[src/design/atd_pkg.sv]
// Shared constants and carrier types for the accumulator transfer decoder
package atd_pkg;

   localparam int          ATD_IW       = 10;
   localparam int          ATD_NW       = 4;
   localparam int          ATD_AW       = 8;
   localparam int          ATD_DEPTH    = 256;
   // Full ten-bit opcodes of the wakeup transfers
   localparam logic [9:0]  ATD_OP_WK1   = 10'h214;
   localparam logic [9:0]  ATD_OP_WK2   = 10'h215;
   localparam logic [9:0]  ATD_OP_WK3   = 10'h20A;
   // Store-and-modify: upper six bits fixed, low four are the immediate
   localparam logic [5:0]  ATD_OP_STX   = 6'h2B;
   localparam int          ATD_OPC_LSB  = 4;
   localparam logic [3:0]  ATD_WK_RST   = 4'h0;
   localparam logic [3:0]  ATD_DPX_RST  = 4'h0;

   typedef struct packed {
      logic       valid;
      logic [9:0] word;
   } atd_instr_t;

   typedef struct packed {
      logic [3:0] x;
      logic [3:0] y;
   } atd_dp_t;

   typedef struct packed {
      logic       we;
      logic [7:0] addr;
      logic [3:0] data;
   } atd_ram_wr_t;

   typedef struct packed {
      logic [3:0] wk1;
      logic [3:0] wk2;
      logic [3:0] wk3;
      logic [3:0] dpx;
      logic       dpx_we;
      logic       done;
      logic       skip;
      logic       carry_we;
   } atd_state_t;

endpackage

[src/design/atd_decode.sv]
// Execution of the wakeup transfers and the store-with-pointer-modify instruction
// Functional notes
// - The first wakeup transfer copies all four accumulator bits into wakeup_ctrl_one.
// - The second wakeup transfer loads the accumulator into wakeup_ctrl_two in one cycle.
// - Opcode 10_0000_1010 copies the accumulator into wakeup_ctrl_three in one cycle.
// - The store writes the accumulator at the data pointer as it was before the update.
// - The same store replaces the pointer X field by X XOR the four-bit immediate.
`timescale 1ns/1ps
`default_nettype none
module atd_decode
   import atd_pkg::*;
(
   input  wire logic        mclk,
   input  wire logic        nrst,
   input  wire atd_instr_t  instr,
   input  wire logic [3:0]  acc,
   input  wire atd_dp_t     data_pointer,
   input  wire logic [7:0]  ram_rd_addr,
   output logic [3:0]       ram_rd_data,
   output logic [3:0]       wakeup_ctrl_one,
   output logic [3:0]       wakeup_ctrl_two,
   output logic [3:0]       wakeup_ctrl_three,
   output logic [3:0]       dp_x_new,
   output logic             dp_x_we,
   output logic             exec_done,
   output logic             skip_next,
   output logic             carry_flag_we
);

   atd_state_t  st_q;
   atd_state_t  st_d;
   atd_ram_wr_t ram_wr;
   logic        hit_wk1;
   logic        hit_wk2;
   logic        hit_wk3;
   logic        hit_stx;

   // Decode is purely combinational on the fetched word
   always_comb
   begin
      hit_wk1 = instr.valid && (instr.word == ATD_OP_WK1);
      hit_wk2 = instr.valid && (instr.word == ATD_OP_WK2);
      hit_wk3 = instr.valid && (instr.word == ATD_OP_WK3);
      hit_stx = instr.valid && (instr.word[ATD_IW-1:ATD_OPC_LSB] == ATD_OP_STX);
   end

   // Old pointer addresses the write; the new X only lands at the edge
   always_comb
   begin
      ram_wr.we   = hit_stx;
      ram_wr.addr = {data_pointer.x, data_pointer.y};
      ram_wr.data = acc;
   end

   always_comb
   begin
      st_d          = st_q;
      st_d.dpx_we   = 1'b0;
      st_d.done     = hit_wk1 | hit_wk2 | hit_wk3 | hit_stx;
      // Carry and skip never asserted by this group
      st_d.skip     = 1'b0;
      st_d.carry_we = 1'b0;
      if (hit_wk1)
      begin
         st_d.wk1 = acc;
      end
      if (hit_wk2)
      begin
         st_d.wk2 = acc;
      end
      if (hit_wk3)
      begin
         st_d.wk3 = acc;
      end
      if (hit_stx)
      begin
         st_d.dpx    = data_pointer.x ^ instr.word[ATD_NW-1:0];
         st_d.dpx_we = 1'b1;
      end
   end

   always_ff @(posedge mclk or negedge nrst)
   begin
      if (!nrst)
      begin
         st_q          <= '0;
         st_q.wk1      <= ATD_WK_RST;
         st_q.wk2      <= ATD_WK_RST;
         st_q.wk3      <= ATD_WK_RST;
         st_q.dpx      <= ATD_DPX_RST;
      end
      else
      begin
         st_q <= st_d;
      end
   end

   atd_ram u_ram
   (
      .mclk    (mclk),
      .nrst    (nrst),
      .wr      (ram_wr),
      .rd_addr (ram_rd_addr),
      .rd_data (ram_rd_data)
   );

   assign wakeup_ctrl_one   = st_q.wk1;
   assign wakeup_ctrl_two   = st_q.wk2;
   assign wakeup_ctrl_three = st_q.wk3;
   assign dp_x_new          = st_q.dpx;
   assign dp_x_we           = st_q.dpx_we;
   assign exec_done         = st_q.done;
   assign skip_next         = st_q.skip;
   assign carry_flag_we     = st_q.carry_we;
endmodule // atd_decode
`default_nettype wire

[src/design/atd_ram.sv]
// Data memory of nibbles with one write port and a registered read port
`timescale 1ns/1ps
`default_nettype none
module atd_ram
   import atd_pkg::*;
(
   input  wire logic        mclk,
   input  wire logic        nrst,
   input  wire atd_ram_wr_t wr,
   input  wire logic [7:0]  rd_addr,
   output logic [3:0]       rd_data
);

   logic [3:0] mem_q [ATD_DEPTH];
   logic [3:0] rd_q;

   // No reset on the array; contents are undefined until written
   always_ff @(posedge mclk)
   begin
      if (wr.we)
      begin
         mem_q[wr.addr] <= wr.data;
      end
   end

   always_ff @(posedge mclk or negedge nrst)
   begin
      if (!nrst)
      begin
         rd_q <= 4'h0;
      end
      else
      begin
         rd_q <= mem_q[rd_addr];
      end
   end

   assign rd_data = rd_q;

endmodule // atd_ram
`default_nettype wire

[config.mk]
export PLATFORM = sky130hd
export DESIGN_NAME = atd_decode
export DESIGN_NICKNAME = d
export VERILOG_FILES = /design/src/design/atd_pkg.sv /design/src/design/atd_decode.sv /design/src/design/atd_ram.sv
export SDC_FILE = /design/constraint.sdc
export NUM_CORES = 1
export LEC_CHECK = 0
export ABC_AREA = 1
export BUFFER_PORTS_ARGS = -buffer_cell sky130_fd_sc_hd__buf_2
export CAP_MARGIN = 20
export CELL_PAD_IN_SITES_DETAIL_PLACEMENT = 0
export CELL_PAD_IN_SITES_GLOBAL_PLACEMENT = 1
export CORE_ASPECT_RATIO = 1.4
export CORE_MARGIN = 2
export CORE_UTILIZATION = 51
export DETAILED_ROUTE_END_ITERATION = 10
export PLACE_DENSITY = 0.8
export SYNTH_ARGS = -nofsm -noshare
export SYNTH_HDL_FRONTEND = slang
export SYNTH_SLANG_ARGS = --single-unit
[constraint.sdc]
create_clock -name mclk -period 1.45 [get_ports mclk]
set_clock_uncertainty 0.15 [all_clocks]
set_input_delay 0.29 -clock mclk [delete_from_list [all_inputs] [get_ports mclk]]
set_output_delay 0.29 -clock mclk [all_outputs]
set_load 0.02 [all_outputs]
# ---- Word level (Yosys, flattened, before mapping)
# Memories as Yosys holds them, arrays and structs flattened. A register that Yosys moved wholly into a read port is not among the register bits.
# Index checks and enable logic that the tools add are counted.
dict set report op_classes {
  n_div 0
  multipliers 0
  shifts 0
  muxes 3
  magnitude_cmp 0
  n_addsub 0
  eq_ne 4
  reduce_logical 5
  bitwise 4
}
# cell count
set ops {}
lappend ops {{10-bit equality test, second input constant} 3}
lappend ops {{6-bit equality test, second input constant} 1}
lappend ops {{1-bit logical AND} 4}
lappend ops {{4-bit bitwise XOR} 1}
lappend ops {{1-bit 2-to-1 mux} 3}
lappend ops {{1-bit bitwise OR} 3}
lappend ops {{1-bit logical NOT} 1}
dict set report totals {
  ff_bits 18
  out_inout_bits 24
  in_bits 33
  romBits 0
  n_memories 1
  ram_bits 1024
  latch_bits 0
}
# memory words width read_ports rd_ports_with_merged_regs write_ports line
set mem_list {}
lappend mem_list {u_ram.mem_q 256 4 1 1 1 atd_ram.sv:14} ;# logic [3:0] mem_q [ATD_DEPTH];

# ---- Depth between registers and ports, before layout
dict set report logic_depth {
  ltp_word 5
  ltp_mapped 14
  ltp_nobuf 11
}

# ---- Hierarchy
# Synthesis repeated with hierarchy kept, for this count alone.
dict set report unflattened {
  cells_unflattened 3818
  hier_area_um2 43757.0
}
# mod n_inst area_per_inst_um2 seq_area_each_um2 cells_per_inst
set modules_own_cells {}
lappend modules_own_cells {atd_ram 1 42832.3 30849.6 3719}
lappend modules_own_cells {atd_decode 1 924.6 450.4 99}

# ---- Worst setup path after synthesis
# Ideal clock, no wire load.
dict set report synth_path {
  path_type {input port to flip-flop}
  start {in instr[9] (netlist name)}
  end {mem u_ram.mem_q[100][0], enable pin}
  arrival_time_ps 1471
  setup_ps 329
  slack_ps -500
  stages 9
  cell_sequence {inv_1 > nor2_1 > inv_1 > nor2_1 > nand2_2 > nor3_4 > nand2_2 > buf_2 > nor2_1}
}
dict set report synth_via {
  elab_chain_len 4
}
# item line
set synth_rtl {}
lappend synth_rtl {{start: declaration} atd_decode.sv:15} ;# input wire atd_instr_t instr,
lappend synth_rtl {{6-bit equality test} atd_decode.sv:44} ;# hit_stx = instr.valid && (instr.word[ATD_IW-1:ATD_OPC_LSB] == ATD_OP_STX);
lappend synth_rtl {{1-bit logical AND} atd_decode.sv:44}
lappend synth_rtl {{1-bit 2-to-1 mux} atd_ram.sv:20} ;# if (wr.we)
lappend synth_rtl {{1-bit 2-to-1 mux (not written as such)} atd_ram.sv:22} ;# mem_q[wr.addr] <= wr.data;
lappend synth_rtl {{end: declaration} atd_ram.sv:14}
# No other way between the ends.

# ---- Final worst setup path
dict set report layout_path {
  start {reg u_ram.rd_q[0] (netlist: u_ram.rd_data[0]) (read register of u_ram.mem_q)}
  end {out ram_rd_data[0]}
}
# item line
set layout_rtl {}
lappend layout_rtl {{start: declaration} atd_ram.sv:15} ;# logic [3:0] rd_q;
lappend layout_rtl {{end: declaration} atd_decode.sv:19} ;# output logic [3:0] ram_rd_data,
# No word-level cell between the ends.

==> out/qor.yml <==
run_status:
  outcome: "finished with violations"
  violations: "setup timing"
timing:
  min_period_ps: 1740
  hold_violations: 0
  rsz0062_at_grt: "true"
  worst_slack_ps: -292
  setup-violations-final: 940
  slew_headroom_pct: 56.6
  fmax_mhz: 574
  final_max_slew_viol_count: 0
  timing.final.crit_share_pct: 120
  tightest_slew_ps: 651
synthesis:
  ys_ff_latch: 1046
  netlist_instances: 3767
  synth.area.top_cells: "edfxtp_1 (71%), nand3_1 (11%), nand2_1 (9.8%), nor2_1 (2.3%), buf_2 (1.3%)"
  synth_area_mm2: 0.0435
  avgSynthCellArea_um2: 11.6
  ys_seq_area_share_pct: 71.9
  yosysTopAreaCell: "edfxtp_1"
  yosysTopAreaCellShare_pct: 70.6
  yosysUniqueCellTypes: 23
  yosys_warnings: 0
clock_tree:
  cts-root-buf: "clkbuf_16"
  clockBufferDepth: 3
  path_clk_slew_ps: 70
  cts_buffers: 94
  cts.htree.levels: 3
  cts_sinks: 1046
  insertion_delay_ps: 670
  cts_tree: "done"
floorplanning:
  start_util_pct: 51.5
  die_w_um: 251
  dieArea_mm2: 0.0878
  core-area_mm2: 0.0845
  dieHeight_um: 350
  rows: 126
  ios: 57
place:
  dp_slack_ps: -945
  io_buffers: 54
  gp_congestion: 0.868
  place_hpwl_mm: 77.9
  placed_cells: 5121
pwr:
  cellPowerDensity_mw_per_mm2: 1150
  p_leak_nw: 20.3
  peakVddDrop_v: 0.00111
global_route:
  antenna_found_initial: 1
  grt_use_total_pct: 28.1
  grt_max_degree: 70
  grt_pass1_vias: 30471
  grt_pass1_wl_mm: 182
  grt-ovfl-total: 0
  use_met2_pct: 49.7
  gr-usage-met3_pct: 3.90
  grt.busiest_layer: "met2"
  met1_usage_pct: 33.8
routing:
  wirelength_mm: 126
  drtIter0Drc: 2908
  vias: 30666
  drc: 0
  dr.pass1.iters: 6
  routedWlPerCell_um: 23.6
  ant_nets: 0
  avgViaCountPerCell: 5.75
final_layout:
  drive_above_1_share_pct: 29.0
  utilization_pct: 66.4
  fin_cells: 5332
  final_common_cell: "nand2_1"
  syn_to_final_growth_pct: 28.9
  fillCellCount: 6010
  nets: 4199
  mostFrequentLayoutCells: "nand2_1 (1089), edfxtp_1 (1024), nand3_1 (718)"
setup_path:
  slowest_delay_ps: 480
  cp-start-kind: "flip-flop"
  crit_chain: "buf_6"
  crit_required_ps: 1010
  critPathMaxFanout: 1
  crit_type: "flip-flop to output port"
  critical_path_buf_inv_count: 1
  arrival_ps: 1300
  crit_slowest_cell: "dfrtp_2"
  cp_top_family: "flip-flops"
  crit_path_end_kind: "output port"
worst_hold_path:
  min_path_type: "input pin to asynchronous set/reset pin"
flow_run:
  drv_cap: 0
==> where the power goes <==
part / leakage, nW / internal (W) / total (W) / switching, W
sequential: 9.49 / 0.0332 / 0.0332 / 0.0000537
clock: 1.56 / 0.0153 / 0.0261 / 0.0109
combinational: 9.23 / 0.00179 / 0.00521 / 0.00341
==> kinds of logic (layout without fill, tap and decap cells) <==
| group | Yosys count | after routing | synth area share [%] |
|---|---|---|---|
| AND/OR/NAND/NOR | 2414 | 2414 | 23.9 |
| flip-flops | 1046 | 1046 | 71.9 |
| buffers and inverters | 286 | 759 | 3.94 |
| AO/OA/AOI/OAI | 16 | 16 | 0.184 |
| XOR/XNOR | 4 | 4 | 0.0805 |
| other | 1 | 5 | 0.00861 |
==> per-layer routing <==
layer | vias up | wire length, um
li1 | 14052 | -
met1 | 15017 | 45900
met2 | 1288 | 63900
met3 | 309 | 9340
met4 | 0 | 6810
met5 | - | 0
==> stage by stage <==
step                TNS (ps)  instance area, um2  total power, W  hold slack, ps
finish               -124930               56100          0.0646            38.4
global route         -148360               56100          0.0661            71.1
CTS                   -44790               54600          0.0645            12.7
detailed placement   -782120               48700          0.0383             180
global placement     -749580               48700          0.0383             181
floorplan            -379590               43800          0.0361            -156
==> synthesized netlist by cell type (all sizes together) <==
master  instances
nand2        1148
edfxtp       1024
nand3         986
nor2          270
buf           219
clkbuf         38
inv            29
dfrtp          22
o21ai          16
nor3            6
xnor2           4
nand4           2
conb            1
nand3b          1
nor4            1
==> flip-flops by register name, indices dropped and copies added, names as in the netlist <==
register and cells:
wakeup_ctrl_two 4, dp_x_new 4, wakeup_ctrl_three 4, wakeup_ctrl_one 4, u_ram.mem_q 1024, u_ram.rd_data 4
dp_x_we 1, exec_done 1
==> final cells by class <==
| cell class | count | area [um2] | area share [%] |
|---|---|---|---|
| sequential | 1046 | 31300 | 55.8 |
| multi-input combinational | 2436 | 13700 | 24.4 |
| timing repair buffer | 559 | 6400 | 11.4 |
| clock buffer | 122 | 2620 | 4.67 |
| tap | 1088 | 1360 | 2.43 |
| clock inverter | 49 | 626 | 1.11 |
| inverter | 29 | 143 | 0.254 |
| antenna | 3 | 7.51 | 0.0134 |
==> worst paths after layout <==
path	slack (ps)	cells after the start	endpoint	start
max	-290	1	ram_rd_data[0]	u_ram.rd_data[0]$_DFF_PN0_
min in group mclk	40	6	wakeup_ctrl_two[2]$_DFFE_PN0P_	instr[8]
min	40	2	wakeup_ctrl_three[3]$_DFFE_PN0P_	nrst
min reg2reg	360	2	wakeup_ctrl_one[2]$_DFFE_PN0P_	wakeup_ctrl_one[2]$_DFFE_PN0P_
max reg2reg	-100	10	u_ram.rd_data[3]$_DFF_PN0_	u_ram.mem_q[233][3]$_DFFE_PP_
max in group asynchronous	650	2	u_ram.rd_data[3]$_DFF_PN0_	nrst
==> timing repair <==
item / 4_1_cts / 5_1_grt
hold buffers: 16 / 0
cloned: 7 / 5
endpoints found under the setup margin: 917 / 1004
resized for setup: 539 / 328
endpoints found under the hold margin: 100 / 0
buffers inserted: 11 / 11
pin swaps: 181 / 75
(Power assumes the default switching activity.)
